[config.mk]
export PLATFORM = sky130hd
export DESIGN_NAME = acr_regs
export DESIGN_NICKNAME = d
export VERILOG_FILES = /design/src/acr_pkg.sv /design/src/acr_lane_mux.sv /design/src/acr_odd_corr.sv /design/src/acr_regs.sv
export VERILOG_INCLUDE_DIRS = /design/src /design/src/src
export SDC_FILE = /design/constraint.sdc
export NUM_CORES = 1
export LEC_CHECK = 0
export BUFFER_PORTS_ARGS = -buffer_cell sky130_fd_sc_hd__buf_2
export CORE_UTILIZATION = 45
export CTS_CLUSTER_SIZE = 25
export DETAILED_ROUTE_END_ITERATION = 16
export HOLD_SLACK_MARGIN = 0.08
export PLACE_DENSITY = 0.77
export SETUP_SLACK_MARGIN = 0.05
export SLEW_MARGIN = 20
export SYNTH_ARGS = -nofsm -noshare
export SYNTH_HDL_FRONTEND = slang
export SYNTH_SLANG_ARGS = --single-unit
[constraint.sdc]
create_clock -name ref_clk_i -period 18.42 [get_ports ref_clk_i]
set_input_delay 1.842 -clock ref_clk_i [delete_from_list [all_inputs] [get_ports ref_clk_i]]
set_output_delay 1.842 -clock ref_clk_i [all_outputs]
set_load 0.01 [all_outputs]
[src/acr_map.svh]
// Contract
// Sixteen-input mode: converter 9 takes pair 17 when bit 11 is 0, else 18.
// Sixteen-input mode: converter 10 takes pair 19 when bit 10 is 0, else 20.
// Sixteen-input mode: converter 11 takes pair 21 when bit 9 is 0, else 22.
// Sixteen-input mode: converter 12 takes pair 23 when bit 8 is 0, else 24.
// Selector set: bits 7-5 choose the pattern code for lane 11.
// Selector set: bits 4-2 choose the pattern code for lane 12.
// Bits 15-12 power down digital sections of converters 12, 11, 10, 9.
// Bits 11-8 power down serial lanes 12, 11, 10, 9.
// Bits 7-4 power down analog sections of converters 12, 11, 10, 9.
// Bits 3-0 invert converter data on lanes 12, 11, 10, 9.
// Inversion touches converter data only, never test patterns.
// Gain enable set: odd samples of converter 13 get N times 0.2 dB.
// Offset enable set: subtract 10-bit signed bits 9-0 from odd samples.
// Offset LSB equals one LSB of a 14-bit sample at any resolution.
// Every field resets to zero, meaning normal operation.
// Software writes zero into every reserved bit.
// Selector clear: lane 11 and 12 pattern fields have no effect.
`ifndef ACR_MAP_SVH
`define ACR_MAP_SVH

// ----------------------------------------
// Register offsets
// ----------------------------------------
`define ACR_OFF_INSEL     8'h2F
`define ACR_OFF_PDN       8'h30
`define ACR_OFF_CORR13    8'h31

// ----------------------------------------
// Reset values
// ----------------------------------------
`define ACR_RST_WORD      16'h0000

// ----------------------------------------
// Field positions
// ----------------------------------------
`define ACR_INSEL_HI      11
`define ACR_INSEL_LO      8
`define ACR_PAT11_HI      7
`define ACR_PAT11_LO      5
`define ACR_PAT12_HI      4
`define ACR_PAT12_LO      2
`define ACR_PDN_DIG_HI    15
`define ACR_PDN_DIG_LO    12
`define ACR_PDN_LANE_HI   11
`define ACR_PDN_LANE_LO   8
`define ACR_PDN_ANA_HI    7
`define ACR_PDN_ANA_LO    4
`define ACR_INV_HI        3
`define ACR_INV_LO        0
`define ACR_GAIN_HI       15
`define ACR_GAIN_LO       11
`define ACR_OFFS_HI       9
`define ACR_OFFS_LO       0

// ----------------------------------------
// Datapath figures
// ----------------------------------------
`define ACR_UNITY_GAIN    14'h1000
`define ACR_GAIN_SHIFT    12

`endif

[src/acr_pkg.sv]
package acr_pkg;

    typedef logic [13:0] acr_sample_t;
    typedef logic [2:0]  acr_pat_t;

    typedef struct packed {
        logic [7:0]  addr;
        logic [15:0] wdata;
        logic        wr;
        logic        rd;
    } acr_bus_req_s;

    // Index 0 is converter/lane 9, index 3 is 12
    typedef struct packed {
        logic [3:0] digital;
        logic [3:0] analog;
        logic [3:0] lane;
    } acr_pdn_s;

endpackage

[src/acr_lane_mux.sv]
`timescale 1ns/1ps
`default_nettype none
module acr_lane_mux
    import acr_pkg::*;
(
    input  wire logic        ref_clk_i,
    input  wire logic        rst_n_i,
    input  wire acr_sample_t conv_data_i [4],
    input  wire acr_sample_t pattern_data_i [4],
    input  wire logic [3:0]  pattern_on_i,
    input  wire logic [3:0]  invert_i,
    input  wire logic [3:0]  powerdown_i,
    output acr_sample_t      lane_data_o [4]
);

    // ----------------------------------------
    // Per-lane source select
    // ----------------------------------------
    for (genvar g = 0; g < 4; g++) begin : g_lane
        always_ff @(posedge ref_clk_i or negedge rst_n_i) begin
            if (!rst_n_i) begin
                lane_data_o[g] <= 14'h0000;
            end else if (powerdown_i[g]) begin
                // A dead lane holds still rather than toggling
                lane_data_o[g] <= 14'h0000;
            end else if (pattern_on_i[g]) begin
                lane_data_o[g] <= pattern_data_i[g];
            end else if (invert_i[g]) begin
                lane_data_o[g] <= ~conv_data_i[g];
            end else begin
                lane_data_o[g] <= conv_data_i[g];
            end
        end
    end

endmodule // acr_lane_mux
`default_nettype wire

[src/acr_odd_corr.sv]
`timescale 1ns/1ps
`default_nettype none
`include "acr_map.svh"
module acr_odd_corr
    import acr_pkg::*;
(
    input  wire logic        ref_clk_i,
    input  wire logic        rst_n_i,
    input  wire acr_sample_t sample_i,
    input  wire logic        valid_i,
    input  wire logic [4:0]  gain_code_i,
    input  wire logic [9:0]  offset_i,
    input  wire logic        gain_en_i,
    input  wire logic        offset_en_i,
    output acr_sample_t      sample_o,
    output logic             valid_o
);

    // ----------------------------------------
    // Gain table, 10^(N/100) in 2.12 form
    // ----------------------------------------
    localparam logic [13:0] GAIN_LUT [32] = '{
        14'h1000, 14'h105F, 14'h10C1, 14'h1125, 14'h118B, 14'h11F4, 14'h125F, 14'h12CC,
        14'h133C, 14'h13AF, 14'h1425, 14'h149D, 14'h1518, 14'h1595, 14'h1616, 14'h169A,
        14'h1721, 14'h17AA, 14'h1838, 14'h18C8, 14'h195C, 14'h19F3, 14'h1A8E, 14'h1B2C,
        14'h1BCE, 14'h1C74, 14'h1D1D, 14'h1DCB, 14'h1E7D, 14'h1F33, 14'h1FED, 14'h20AB
    };

    logic signed [14:0] diff_reg;
    logic        [13:0] mult_reg;
    logic               v1_reg;
    logic signed [29:0] prod;
    logic signed [17:0] scaled;

    // ----------------------------------------
    // Stage 1: offset, 14-bit LSB weight
    // ----------------------------------------
    always_ff @(posedge ref_clk_i or negedge rst_n_i) begin
        if (!rst_n_i) begin
            diff_reg <= 15'h0000;
            mult_reg <= `ACR_UNITY_GAIN;
            v1_reg   <= 1'b0;
        end else begin
            v1_reg   <= valid_i;
            if (offset_en_i) begin
                diff_reg <= $signed({sample_i[13], sample_i})
                          - $signed({{5{offset_i[9]}}, offset_i});
            end else begin
                diff_reg <= $signed({sample_i[13], sample_i});
            end
            mult_reg <= gain_en_i ? GAIN_LUT[gain_code_i] : `ACR_UNITY_GAIN;
        end
    end

    // ----------------------------------------
    // Stage 2: gain and saturation
    // ----------------------------------------
    always_comb begin
        prod   = diff_reg * $signed({1'b0, mult_reg});
        scaled = prod[29:12];
    end

    always_ff @(posedge ref_clk_i or negedge rst_n_i) begin
        if (!rst_n_i) begin
            sample_o <= 14'h0000;
            valid_o  <= 1'b0;
        end else begin
            valid_o <= v1_reg;
            // Clip instead of wrap so large gains never flip sign
            if (scaled > 18'sh01FFF) begin
                sample_o <= 14'h1FFF;
            end else if (scaled < -18'sh02000) begin
                sample_o <= 14'h2000;
            end else begin
                sample_o <= scaled[13:0];
            end
        end
    end

endmodule // acr_odd_corr
`default_nettype wire

[src/acr_regs.sv]
`timescale 1ns/1ps
`default_nettype none
`include "acr_map.svh"
module acr_regs
    import acr_pkg::*;
(
    input  wire logic         ref_clk_i,
    input  wire logic         rst_n_i,
    input  wire acr_bus_req_s bus_i,
    output logic [15:0]       rdata_o,
    input  wire logic         sixteen_input_mode_i,
    input  wire logic         per_lane_pattern_selector_i,
    input  wire logic         global_digital_gain_enable_i,
    input  wire logic         global_digital_offset_enable_i,
    output logic [3:0]        input_pair_select_o,
    output acr_pdn_s          pdn_o,
    output acr_pat_t          lane11_pattern_code_o,
    output acr_pat_t          lane12_pattern_code_o,
    output logic              lane_pattern_codes_valid_o,
    input  wire acr_sample_t  conv_data_i [4],
    input  wire acr_sample_t  pattern_data_i [4],
    input  wire logic [3:0]   pattern_on_i,
    output acr_sample_t       lane_data_o [4],
    input  wire acr_sample_t  conv13_sample_i,
    input  wire logic         conv13_odd_valid_i,
    output acr_sample_t       conv13_corr_o,
    output logic              conv13_corr_valid_o
);

    // ----------------------------------------
    // Register storage
    // ----------------------------------------
    logic [15:0] input_select_and_lane_pattern_reg;
    logic [15:0] power_down_and_inversion_reg;
    logic [15:0] odd_sample_gain_offset_13_reg;

    logic        hit_insel;
    logic        hit_pdn;
    logic        hit_corr;
    logic [15:0] rdata_next;

    logic        input_pair_select_conv9;
    logic        input_pair_select_conv10;
    logic        input_pair_select_conv11;
    logic        input_pair_select_conv12;
    acr_pat_t    lane11_pattern_code;
    acr_pat_t    lane12_pattern_code;
    logic [3:0]  lane_data_invert;
    logic [3:0]  lane_powerdown;
    logic [3:0]  digital_powerdown;
    logic [3:0]  analog_powerdown;
    logic [4:0]  odd_sample_gain_conv13;
    logic [9:0]  odd_sample_offset_conv13;

    // ----------------------------------------
    // Address decode
    // ----------------------------------------
    always_comb begin
        hit_insel = (bus_i.addr == `ACR_OFF_INSEL);
        hit_pdn   = (bus_i.addr == `ACR_OFF_PDN);
        hit_corr  = (bus_i.addr == `ACR_OFF_CORR13);
    end

    // ----------------------------------------
    // Writes, one register per process
    // ----------------------------------------
    // Reserved bits are stored as written so a read shows any misuse
    always_ff @(posedge ref_clk_i or negedge rst_n_i) begin
        if (!rst_n_i) begin
            input_select_and_lane_pattern_reg <= `ACR_RST_WORD;
        end else if (bus_i.wr && hit_insel) begin
            input_select_and_lane_pattern_reg <= bus_i.wdata;
        end
    end

    always_ff @(posedge ref_clk_i or negedge rst_n_i) begin
        if (!rst_n_i) begin
            power_down_and_inversion_reg <= `ACR_RST_WORD;
        end else if (bus_i.wr && hit_pdn) begin
            power_down_and_inversion_reg <= bus_i.wdata;
        end
    end

    always_ff @(posedge ref_clk_i or negedge rst_n_i) begin
        if (!rst_n_i) begin
            odd_sample_gain_offset_13_reg <= `ACR_RST_WORD;
        end else if (bus_i.wr && hit_corr) begin
            odd_sample_gain_offset_13_reg <= bus_i.wdata;
        end
    end

    // ----------------------------------------
    // Read path
    // ----------------------------------------
    always_comb begin
        rdata_next = 16'h0000;
        if (bus_i.rd) begin
            unique case (1'b1)
                hit_insel: begin
                    rdata_next = input_select_and_lane_pattern_reg;
                end
                hit_pdn: begin
                    rdata_next = power_down_and_inversion_reg;
                end
                hit_corr: begin
                    rdata_next = odd_sample_gain_offset_13_reg;
                end
                default: begin
                    // Unmapped offsets read as zero
                    rdata_next = 16'h0000;
                end
            endcase
        end
    end

    // Data stand only in the cycle after the strobe
    always_ff @(posedge ref_clk_i or negedge rst_n_i) begin
        if (!rst_n_i) begin
            rdata_o <= 16'h0000;
        end else begin
            rdata_o <= rdata_next;
        end
    end

    // ----------------------------------------
    // Field extraction
    // ----------------------------------------
    always_comb begin
        input_pair_select_conv9  = input_select_and_lane_pattern_reg[`ACR_INSEL_HI];
        input_pair_select_conv10 = input_select_and_lane_pattern_reg[`ACR_INSEL_HI - 1];
        input_pair_select_conv11 = input_select_and_lane_pattern_reg[`ACR_INSEL_LO + 1];
        input_pair_select_conv12 = input_select_and_lane_pattern_reg[`ACR_INSEL_LO];
        lane11_pattern_code =
            input_select_and_lane_pattern_reg[`ACR_PAT11_HI:`ACR_PAT11_LO];
        lane12_pattern_code =
            input_select_and_lane_pattern_reg[`ACR_PAT12_HI:`ACR_PAT12_LO];
    end

    // Register order runs 12 down to 9; vectors here run 9 up to 12
    for (genvar g = 0; g < 4; g++) begin : g_unpack
        assign digital_powerdown[g] =
            power_down_and_inversion_reg[`ACR_PDN_DIG_LO + g];
        assign lane_powerdown[g] =
            power_down_and_inversion_reg[`ACR_PDN_LANE_LO + g];
        assign analog_powerdown[g] =
            power_down_and_inversion_reg[`ACR_PDN_ANA_LO + g];
        assign lane_data_invert[g] =
            power_down_and_inversion_reg[`ACR_INV_LO + g];
    end

    always_comb begin
        odd_sample_gain_conv13 =
            odd_sample_gain_offset_13_reg[`ACR_GAIN_HI:`ACR_GAIN_LO];
        odd_sample_offset_conv13 =
            odd_sample_gain_offset_13_reg[`ACR_OFFS_HI:`ACR_OFFS_LO];
    end

    // ----------------------------------------
    // Input pair routing
    // ----------------------------------------
    // Outside sixteen-input mode the lower pair is presented, the safe default
    always_ff @(posedge ref_clk_i or negedge rst_n_i) begin
        if (!rst_n_i) begin
            input_pair_select_o <= 4'h0;
        end else if (sixteen_input_mode_i) begin
            input_pair_select_o[0] <= input_pair_select_conv9;
            input_pair_select_o[1] <= input_pair_select_conv10;
            input_pair_select_o[2] <= input_pair_select_conv11;
            input_pair_select_o[3] <= input_pair_select_conv12;
        end else begin
            input_pair_select_o <= 4'h0;
        end
    end

    // ----------------------------------------
    // Power-down controls
    // ----------------------------------------
    always_ff @(posedge ref_clk_i or negedge rst_n_i) begin
        if (!rst_n_i) begin
            pdn_o.digital <= 4'h0;
        end else begin
            pdn_o.digital <= digital_powerdown;
        end
    end

    always_ff @(posedge ref_clk_i or negedge rst_n_i) begin
        if (!rst_n_i) begin
            pdn_o.lane <= 4'h0;
        end else begin
            pdn_o.lane <= lane_powerdown;
        end
    end

    always_ff @(posedge ref_clk_i or negedge rst_n_i) begin
        if (!rst_n_i) begin
            pdn_o.analog <= 4'h0;
        end else begin
            pdn_o.analog <= analog_powerdown;
        end
    end

    // ----------------------------------------
    // Lane pattern codes
    // ----------------------------------------
    // Codes are masked to zero while the selector is clear
    always_ff @(posedge ref_clk_i or negedge rst_n_i) begin
        if (!rst_n_i) begin
            lane11_pattern_code_o <= 3'h0;
            lane12_pattern_code_o <= 3'h0;
            lane_pattern_codes_valid_o <= 1'b0;
        end else if (per_lane_pattern_selector_i) begin
            lane11_pattern_code_o <= lane11_pattern_code;
            lane12_pattern_code_o <= lane12_pattern_code;
            lane_pattern_codes_valid_o <= 1'b1;
        end else begin
            lane11_pattern_code_o <= 3'h0;
            lane12_pattern_code_o <= 3'h0;
            lane_pattern_codes_valid_o <= 1'b0;
        end
    end

    // ----------------------------------------
    // Lane datapath
    // ----------------------------------------
    acr_lane_mux u_lane_mux (
        .ref_clk_i      (ref_clk_i),
        .rst_n_i        (rst_n_i),
        .conv_data_i    (conv_data_i),
        .pattern_data_i (pattern_data_i),
        .pattern_on_i   (pattern_on_i),
        .invert_i       (lane_data_invert),
        .powerdown_i    (lane_powerdown),
        .lane_data_o    (lane_data_o)
    );

    // ----------------------------------------
    // Converter 13 odd-sample correction
    // ----------------------------------------
    // Two-stage pipeline trades latency for a short multiplier path
    acr_odd_corr u_odd_corr (
        .ref_clk_i   (ref_clk_i),
        .rst_n_i     (rst_n_i),
        .sample_i    (conv13_sample_i),
        .valid_i     (conv13_odd_valid_i),
        .gain_code_i (odd_sample_gain_conv13),
        .offset_i    (odd_sample_offset_conv13),
        .gain_en_i   (global_digital_gain_enable_i),
        .offset_en_i (global_digital_offset_enable_i),
        .sample_o    (conv13_corr_o),
        .valid_o     (conv13_corr_valid_o)
    );

endmodule // acr_regs
`default_nettype wire

==> flow_summary_export.csv, run 1 <==
group,metric,value,unit
synth,avgSynthCellArea,10.0,µm²
run,max_cap_violations,0,
clock_tree,worstSkewPairLatency,450,ps
timing,timing.final.crit_period,7720,ps
power_and_ir_drop,leakagePower,0.00967,µW
timing,drv_slew,0,
clock_tree,cts_hold_repair.buffers,0,
synth,synth_top_cells_by_area,"sky130_fd_sc_hd__dfrtp_1, sky130_fd_sc_hd__fa_1, sky130_fd_sc_hd__ha_1",
setup_path,library_cell_appearing_most_often_on_the_critical_path,"sky130_fd_sc_hd__fa_1",
synth,synth_seq_cells,188,
floorplan,placement_rows,70,
setup_path,crit_path_max_incr_delay,980,ps
clock_tree,tritoncts,"yes",
timing,tightest_slew,1120,ps
clock_tree,cts-root-to-sink-buffers,2,
layout,area_growth_syn_to_layout,14.1,%
power_and_ir_drop,sw_power,573,µW
grt,pin_count_of_the_biggest_net_entering_global_routing,104,
floorplan,die_x,194,µm
synth,sequential_cell_area_fraction_in_the_yosys_report,0.283,
layout,finalInstanceArea,0.0190,mm²
floorplan,die_y,194,µm
grt,global_route.overflow_total,0,
power_and_ir_drop,combPwrFrac,0.398,
power_and_ir_drop,power.internal,898,µW
power_and_ir_drop,share_seq_of_total_power,0.333,
setup_path,worst_setup_path_start_kind,"flop",
synth,synth-async-reset-ratio,1.00,
power_and_ir_drop,p_clk_frac,0.269,
layout,design.final.nets,2338,
setup_path,crit_path_top_delay_cell,"sky130_fd_sc_hd__o32ai_2",
route,drt_iter0_drc,606,
clock_tree,cts-root-buf,"sky130_fd_sc_hd__clkbuf_16",
route,remaining_drc_errors,0,
route,routed_wire_length_per_instance,17.4,µm
power_and_ir_drop,power.share.switching,0.389,
floorplan,fp.coreArea,0.0365,mm²
synth,top_ff_cell_synth,"sky130_fd_sc_hd__dfrtp_1",
grt,grt_antenna_before_repair,7,
layout,seq_area,0.00471,mm²
min_path,worst_hold_path_type,"reg -> reg",
clock_tree,cts-buffers-inserted,17,
status,outcome,"finished clean",
synth,yosys.cell_types.count,64,
setup_path,reg2reg_from,"u_odd_corr.diff_reg[14]",
setup_path,critical_path_class,"reg -> reg",
floorplan,design.portCount,273,
synth,syn_warnings,0,
placed_design,io_buffers,272,
synth,synth_top_area_cell,"sky130_fd_sc_hd__dfrtp_1",
floorplan,start_util,0.456,
timing,setup_tns,0,ps
clock_tree,post-cts-setup-buffer-count,0,
route,route.detailed.vias_per_inst,5.22,
timing,max-slew-margin-rel,0.253,
layout,filler_cell_count,3260,
setup_path,path_cells,"nand2_1 > fa_1 > inv_1 > fa_1 > inv_1 > fa_1 > inv_1 > fa_1 > fa_1 > fa_1 > ha_1 > o21a_1 > nor2_1 > nor3b_1 > inv_1 > o31ai_1 > nor3_1 > o32ai_2 > o32ai_1",
synth,synth-edff-count,0,
setup_path,worst_ep_required_time,18680,ps
grt,track_usage,0.230,
placed_design,finalWeightedCongestion,0.906,
route,detail-route-antenna-nets,0,
synth,netlist_instances,1657,
setup_path,reg2reg_setup_slack,10700,ps
grt,number_of_global_route_vias_before_repair,13321,
layout,finish.cell_count_without_fillers,2359,
layout,layout-drive-gt1-share,0.216,
clock_tree,cts_resized,0,
setup_path,critPathCaptureType,"flop",
synth,post-synth-top-area-fraction,0.281,
layout,final_core_utilization,0.520,
timing,setup_viol,0,
timing,fmax,0.130,GHz
setup_path,setup.worst_path.start,"u_odd_corr.diff_reg[14]",
power_and_ir_drop,powerDensity,77.4,mW/mm²
timing,hold_viol_final,0,
synth,most_instantiated_library_cell_after_synthesis,"sky130_fd_sc_hd__inv_1",
layout,largest_register_ffs,56,
placed_design,place_inst,2322,
route,vias,12317,
route,drt-pass1-iter-count,5,
floorplan,fp.dieArea,0.0378,mm²
synth,syn-cell-area,0.0166,mm²
clock_tree,cts_num_sinks,188,
timing,final.period_utilization,0.419,
layout,combined_area_of_the_multi_input_logic_cells,0.0108,mm²
placed_design,dp_hpwl,32900,µm
synth,synth_fp_nets,2122,
timing,fin_skew,20.3,ps
timing,rsz0062_at_grt,"no",
route,wirelength,41000,µm
setup_path,critical_path_peak_fanout,14,
setup_path,crit_path_end,"u_odd_corr.sample_o[4]",
synth,synth.top_cells.by_count,"sky130_fd_sc_hd__inv_1, sky130_fd_sc_hd__fa_1, sky130_fd_sc_hd__dfrtp_1",
layout,register_bank_with_the_most_flops,"u_lane_mux.lane_data_o",
setup_path,r2r.worst_path.cells,19,
power_and_ir_drop,irDropWorstVdd,0.0574,mV
clock_tree,cts_htree_levels,4,
setup_path,critical_path.reg2reg.endpoint,"u_odd_corr.sample_o[4]",
clock_tree,clk_pin_slew_worst_paths,90,ps
placed_design,place_area,0.0183,mm²
grt,grt_pass1_wl,67500,µm
setup_path,cp.arrival,7980,ps
-- cell families after synthesis --
family | synth area share
XOR/XNOR | 0.0442
flip-flops | 0.283
AND/OR/NAND/NOR | 0.145
adder cells (fa/ha/maj) | 0.320
AO/OA/AOI/OAI | 0.0863
multiplexers | 0.0500
buffers and inverters | 0.0724
-- layer usage --
layer / GRT usage / routed length (µm)
met1: 0.259 / 15600
met2: 0.415 / 21600
met3: 0.0411 / 2090
met4: 0.118 / 1740
met5: 0 / 8
-- area by class of cell --
type / instances / share of cell area
sequential: 188 / 0.248
tap: 468 / 0.0308
clock inverter: 15 / 0.0116
inverter: 240 / 0.0474
clock buffer: 17 / 0.0224
timing repair buffer: 275 / 0.0735
antenna: 5 / 0.000658
multi-input combinational: 1151 / 0.566
-- metrics by stage --
step	total power [µW]	hold slack, ps	setup slack (ps)
finish	1470	379	10700
global route	1580	385	10080
CTS	1480	379	10650
detailed placement	1080	358	10650
global placement	1060	343	11010
floorplan	919	331	11710
-- worst max-delay path, delay by kind of cell (launching register included) --
kind                     cells  cell delay (ps)
adder cells (fa/ha/maj)      7             3840
buffers and inverters        4              550
flip-flops                   1              620
AND/OR/NAND/NOR              4              870
AO/OA/AOI/OAI                4             1670
-- placed cells by master, fill, tap and decap left out, types with 12 or more instances in the layout --
master,count
sky130_fd_sc_hd__ha_1,96
sky130_fd_sc_hd__clkbuf_16,17
sky130_fd_sc_hd__nor2b_1,31
sky130_fd_sc_hd__xnor2_1,78
sky130_fd_sc_hd__a22oi_1,18
sky130_fd_sc_hd__buf_2,271
sky130_fd_sc_hd__mux2_2,72
sky130_fd_sc_hd__a21oi_1,87
sky130_fd_sc_hd__inv_1,240
sky130_fd_sc_hd__nor3_1,12
sky130_fd_sc_hd__nor2_1,140
sky130_fd_sc_hd__o21ai_0,21
sky130_fd_sc_hd__and2_1,145
sky130_fd_sc_hd__dfrtp_1,186
sky130_fd_sc_hd__nand2_1,107
sky130_fd_sc_hd__fa_1,206
-- how the worst min path moves through the flow --
stage	startpoint	endpoint	cells past startpoint
3_5_place_dp	u_odd_corr.v1_reg	u_odd_corr.valid_o	0
4_1_cts	u_odd_corr.v1_reg	u_odd_corr.valid_o	0
2_1_floorplan	u_odd_corr.v1_reg	u_odd_corr.valid_o	0
6_report	u_odd_corr.v1_reg	u_odd_corr.valid_o	0
3_3_place_gp	u_odd_corr.v1_reg	u_odd_corr.valid_o	0
5_1_grt	u_odd_corr.v1_reg	u_odd_corr.valid_o	0
-- power by group through the flow --
stage / clock network (µW) / logic [µW] / registers [µW]
floorplan: 0 / 433 / 486
global placement: 0 / 562 / 495
detailed placement: 0 / 587 / 497
CTS: 405 / 591 / 489
global route: 419 / 662 / 495
finish: 396 / 585 / 489
Power figures use the tool's default switching activity.
==> run 2, diff against run 1 <==
Settings changed: PLACE_DENSITY 0.77 to 0.8.
Clock period 18.42 ns to 6.7 ns, I/O delays scaled along.
==> flow_summary_export.csv, run 2 (synthesized netlist as in run 1, its figures left out) <==
group,metric,value,unit
status,outcome,"finished clean",
timing,fin_skew,9.04,ps
placed_design,placement.setup.worst_slack,-44.2,ps
layout,register_bank_with_the_most_flops,"u_lane_mux.lane_data_o",
setup_path,r2r.worst_path.cells,23,
route,detail-route-antenna-nets,0,
timing,fmax,0.152,GHz
grt,grt_pass1_wl,68800,µm
clock_tree,tritoncts,"yes",
power_and_ir_drop,leakagePower,0.00988,µW
floorplan,die_y,194,µm
grt,grt_antenna_before_repair,7,
layout,design.final.nets,2385,
placed_design,finalWeightedCongestion,0.949,
clock_tree,cts-root-buf,"sky130_fd_sc_hd__clkbuf_16",
run,max_cap_violations,0,
setup_path,critical_path.reg2reg.endpoint,"u_odd_corr.sample_o[3]",
setup_path,worst_setup_path_start_kind,"flop",
setup_path,critPathCaptureType,"flop",
route,drt-pass1-iter-count,5,
timing,hold_viol_final,0,
floorplan,placement_rows,70,
route,vias,12466,
timing,timing.final.crit_period,6560,ps
layout,layout-drive-gt1-share,0.249,
clock_tree,worstSkewPairLatency,440,ps
power_and_ir_drop,irDropWorstVdd,0.191,mV
setup_path,worst_ep_required_time,7020,ps
power_and_ir_drop,powerDensity,211,mW/mm²
grt,number_of_global_route_vias_before_repair,13451,
timing,max-slew-margin-rel,0.285,
min_path,worst_hold_path_type,"in -> async",
layout,finalInstanceArea,0.0194,mm²
layout,mostFrequentLayoutCell,"sky130_fd_sc_hd__buf_2",
route,wirelength,42300,µm
timing,drv_slew,0,
timing,setup_viol,0,
route,route.detailed.vias_per_inst,5.18,
floorplan,start_util,0.456,
placed_design,io_buffers,272,
layout,final_cell_mix,"sky130_fd_sc_hd__buf_2, sky130_fd_sc_hd__inv_1, sky130_fd_sc_hd__fa_1",
floorplan,fp.coreArea,0.0365,mm²
placed_design,place_area,0.0186,mm²
clock_tree,cts_num_sinks,188,
timing,rsz0062_at_grt,"yes",
setup_path,critical_path_class,"reg -> reg",
route,routed_wire_length_per_instance,17.6,µm
setup_path,reg2reg_setup_slack,140,ps
timing,final.period_utilization,0.979,
setup_path,critical_path_peak_fanout,7,
floorplan,die_x,194,µm
grt,global_route.overflow_total,0,
floorplan,design.portCount,273,
route,drt_iter0_drc,628,
clock_tree,cts-root-to-sink-buffers,2,
layout,area_growth_syn_to_layout,16.8,%
layout,largest_register_ffs,56,
grt,track_usage,0.234,
clock_tree,clk_pin_slew_worst_paths,70,ps
timing,postLayoutSetupSlackWorst,142,ps
route,remaining_drc_errors,0,
grt,pin_count_of_the_biggest_net_entering_global_routing,158,
timing,tightest_slew,1070,ps
clock_tree,cts-buffers-inserted,17,
setup_path,reg2reg_from,"u_odd_corr.mult_reg[3]",
floorplan,fp.dieArea,0.0378,mm²
setup_path,cp.arrival,6880,ps
clock_tree,cts_htree_levels,4,
placed_design,dp_hpwl,34300,µm
==> run 2: worst max-delay path: stages, from the launching register on <==
cell                        delay (ps)
sky130_fd_sc_hd__dfrtp_2           450
sky130_fd_sc_hd__and2_4            160
sky130_fd_sc_hd__fa_1              550
sky130_fd_sc_hd__inv_2              40
sky130_fd_sc_hd__fa_1              540
sky130_fd_sc_hd__inv_2              40
sky130_fd_sc_hd__fa_1              520
sky130_fd_sc_hd__inv_1              50
sky130_fd_sc_hd__fa_1              470
sky130_fd_sc_hd__inv_1              50
sky130_fd_sc_hd__fa_1              490
sky130_fd_sc_hd__inv_2              40
sky130_fd_sc_hd__fa_1              540
sky130_fd_sc_hd__inv_2              50
sky130_fd_sc_hd__ha_4              260
sky130_fd_sc_hd__and4_1            190
sky130_fd_sc_hd__o211a_1           210
sky130_fd_sc_hd__a221oi_4          110
sky130_fd_sc_hd__o311ai_4          330
sky130_fd_sc_hd__a2111oi_4         130
sky130_fd_sc_hd__or4_1             550
sky130_fd_sc_hd__a211oi_2          320
sky130_fd_sc_hd__buf_4             230
sky130_fd_sc_hd__o22ai_2            90
==> run 2: metrics by stage <==
step	std cells	hold slack, ps	total power (µW)	util	TNS [ps]
3_5_place_dp	2353	361	3050	0.509	-154
5_1_grt	2404	124	4410	0.532	-340
2_1_floorplan	1657	331	2530	-	0
3_3_place_gp	2353	347	2980	0.509	0
6_report	2405	110	4110	0.532	0
4_1_cts	2389	107	4070	0.526	0
==> run 2: worst max-delay path by stage <==
stage / start / end / slack (ps) / depth (start not counted)
final: u_odd_corr.mult_reg[3] / u_odd_corr.sample_o[3] / 140 / 23
after global routing: u_odd_corr.mult_reg[3] / u_odd_corr.sample_o[3] / -40 / 23
after CTS: u_odd_corr.mult_reg[3] / u_odd_corr.sample_o[3] / 70 / 22
after detailed placement: u_odd_corr.mult_reg[3] / u_odd_corr.sample_o[0] / -40 / 22
after global placement: u_odd_corr.mult_reg[3] / u_odd_corr.sample_o[0] / 180 / 23
after floorplan: u_odd_corr.diff_reg[14] / u_odd_corr.sample_o[10] / 100 / 19
==> run 2: timing repair <==
action                     4_1_cts  5_1_grt
gates resized for setup          8       34
setup endpoints to repair       13       13
pin swaps                        3       22
hold buffers                     0        0
buffers inserted                 3       12
cloned                           1        0
==> run 2: report_power, final <==
group / leakage (µW) / switching (µW) / internal, µW
clock network: 0.000278 / 497 / 504
logic: 0.00720 / 994 / 799
registers: 0.00240 / 77.8 / 1240
==> run 2: cell type report <==
| cell class | count | area [µm²] |
|---|---|---|
| Clock buffer | 20 | 447 |
| Inverter | 240 | 901 |
| Clock inverter | 12 | 128 |
| Multi-Input combinational cell | 1151 | 10900 |
| Timing Repair Buffer | 322 | 1780 |
| Tap cell | 468 | 586 |
| Antenna cell | 4 | 10.0 |
| Fill cell | 3165 | 17100 |
| Sequential cell | 188 | 4720 |
==> run 2: layer usage <==
| metal | vias to the layer above | wire [µm] | global-route usage |
|---|---|---|---|
| li1 | 5778 | - | - |
| met1 | 6176 | 16300 | 0.270 |
| met2 | 403 | 22100 | 0.421 |
| met3 | 103 | 1960 | 0.0404 |
| met4 | 6 | 1940 | 0.111 |
| met5 | - | 30 | 0 |
==> run 3, diff against run 2 <==
Settings changed: CORE_ASPECT_RATIO set to 0.6.
==> flow_summary_export.csv, run 3 (synthesized netlist as in run 1, its figures left out) <==
group,metric,value,unit
route,wirelength,44500,µm
clock_tree,cts_htree_levels,4,
setup_path,worst_ep_required_time,7010,ps
layout,largest_register_ffs,56,
grt,pin_count_of_the_biggest_net_entering_global_routing,109,
setup_path,critPathCaptureType,"flop",
power_and_ir_drop,share_seq_of_total_power,0.307,
grt,track_usage,0.234,
power_and_ir_drop,powerDensity,220,mW/mm²
timing,final.period_utilization,0.994,
setup_path,cp.arrival,6970,ps
clock_tree,cts-root-buf,"sky130_fd_sc_hd__clkbuf_16",
floorplan,fp.coreArea,0.0364,mm²
floorplan,start_util,0.457,
layout,register_bank_with_the_most_flops,"u_lane_mux.lane_data_o",
layout,area_growth_syn_to_layout,17.3,%
run,max_cap_violations,0,
timing,max-slew-margin-rel,0.320,
route,route.detailed.vias_per_inst,5.26,
setup_path,crit_path_max_incr_delay,680,ps
floorplan,die_y,151,µm
setup_path,critical_path_peak_fanout,12,
timing,hold_viol_final,0,
placed_design,dp_hpwl,34800,µm
placed_design,finalWeightedCongestion,0.954,
grt,grt_pass1_wl,68500,µm
layout,final_cell_mix,"sky130_fd_sc_hd__buf_2, sky130_fd_sc_hd__inv_1, sky130_fd_sc_hd__fa_1",
timing,hold_slack,315,ps
setup_path,crit_path_top_delay_cell,"sky130_fd_sc_hd__dfrtp_1",
route,detail-route-antenna-nets,0,
clock_tree,worstSkewPairLatency,470,ps
setup_path,path_cells,"nand2_1 > fa_1 > fa_1 > inv_1 > fa_1 > fa_1 > fa_1 > inv_1 > fa_1 > inv_1 > ha_4 > nand4_1 > or3_4 > o311ai_4 > a2111oi_4 > or4_1 > a211oi_2 > buf_6 > o22ai_2",
route,drt-pass1-iter-count,5,
route,vias,12697,
clock_tree,tritoncts,"yes",
floorplan,fp.dieArea,0.0378,mm²
setup_path,critical_path_class,"reg -> reg",
status,outcome,"finished clean",
placed_design,io_buffers,272,
floorplan,design.portCount,273,
setup_path,library_cell_appearing_most_often_on_the_critical_path,"sky130_fd_sc_hd__fa_1",
route,routed_wire_length_per_instance,18.5,µm
min_path,worst_hold_path_type,"in -> reg",
layout,filler_cell_count,3086,
grt,number_of_global_route_vias_before_repair,12632,
setup_path,worst_setup_path_start_kind,"flop",
grt,global_route.overflow_total,0,
floorplan,die_x,250,µm
power_and_ir_drop,sw_power,1720,µW
timing,drv_slew,0,
route,drt_iter0_drc,873,
timing,setup_viol,0,
route,remaining_drc_errors,0,
clock_tree,cts-buffers-inserted,17,
power_and_ir_drop,combPwrFrac,0.427,
power_and_ir_drop,leakagePower,0.00994,µW
clock_tree,cts_hold_repair.buffers,0,
power_and_ir_drop,irDropWorstVdd,0.197,mV
clock_tree,cts-root-to-sink-buffers,2,
timing,fmax,0.150,GHz
placed_design,place_inst,2366,
power_and_ir_drop,power.internal,2570,µW
power_and_ir_drop,power.share.switching,0.401,
floorplan,placement_rows,54,
clock_tree,cts_num_sinks,188,
layout,design.final.nets,2389,
grt,grt_antenna_before_repair,4,
layout,finish.cell_count_without_fillers,2414,
layout,mostFrequentLayoutCell,"sky130_fd_sc_hd__buf_2",
clock_tree,clk_pin_slew_worst_paths,90,ps
layout,layout-drive-gt1-share,0.249,
timing,tightest_slew,1020,ps
timing,fin_skew,18.3,ps
power_and_ir_drop,p_clk_frac,0.266,
timing,rsz0062_at_grt,"yes",
timing,timing.final.crit_period,6660,ps
==> run 3: cell count changes in the layout (fill, tap and decap cells not counted), sizes merged <==
cell | previous run | this run
inv | 245 | 250
diode | 4 | 1
buf | 321 | 325
clkinv | 6 | 5
clkinvlp | 1 | 0
clkbuf | 21 | 18
==> run 3: layout make-up <==
class,count,area [µm²],area share
antenna,1,2.50,0.000128
clock buffer,17,425,0.0218
clock inverter,15,234,0.0120
inverter,240,901,0.0461
multi-input combinational,1151,10900,0.556
sequential,188,4720,0.241
tap,476,596,0.0305
timing repair buffer,326,1790,0.0917
==> run 3: per-layer routing <==
layer | GRT usage | share of wire
met3 | 0.0736 | 0.084
met2 | 0.340 | 0.44
met5 | 0 | 0.00061
met1 | 0.332 | 0.45
met4 | 0.0712 | 0.023
==> run 3: what timing repair did <==
| item | CTS | global route |
|---|---|---|
| resized for setup | 10 | 24 |
| gates cloned | 1 | 0 |
| pin swaps | 5 | 25 |
| setup buffers | 7 | 7 |
| setup endpoints to repair | 13 | 13 |
==> run 3: stage by stage <==
step	worst slack (ps)	area (µm²)	utilization	power, µW	setup TNS [ps]
floorplan	104	16700	-	2530	0
global placement	9.53	18600	0.511	2990	0
detailed placement	-145	18600	0.511	3060	-1070
CTS	58.3	19400	0.532	4240	0
global route	-106	19500	0.536	4560	-1170
finish	41.7	19500	0.536	4290	0
==> run 3: power groups by stage <==
stage | clock network (µW) | registers (µW) | logic (µW)
final | 1140 | 1320 | 1830
after global routing | 1200 | 1330 | 2030
after CTS | 1160 | 1320 | 1760
after detailed placement | 0 | 1340 | 1730
after global placement | 0 | 1330 | 1660
after floorplan | 0 | 1340 | 1190
==> run 3: final timing paths <==
check                                       start                    endpoint  slack, ps  cells after the start
max                        u_odd_corr.mult_reg[8]      u_odd_corr.sample_o[0]         40                     19
min                            conv13_odd_valid_i           u_odd_corr.v1_reg        320                      1
max reg2reg                u_odd_corr.mult_reg[8]      u_odd_corr.sample_o[0]         40                     19
min reg2reg                     u_odd_corr.v1_reg          u_odd_corr.valid_o        370                      0
max in group asynchronous                 rst_n_i      u_odd_corr.mult_reg[6]       5060                      2
min in group asynchronous                 rst_n_i  u_lane_mux.lane_data_o[18]        330                      1
==> run 3: worst max-delay path, delay by kind of cell (launching register included) <==
family | cells | cell delay, ps
AO/OA/AOI/OAI | 4 | 970
adder cells (fa/ha/maj) | 7 | 3330
buffers and inverters | 4 | 380
flip-flops | 1 | 680
AND/OR/NAND/NOR | 4 | 1150
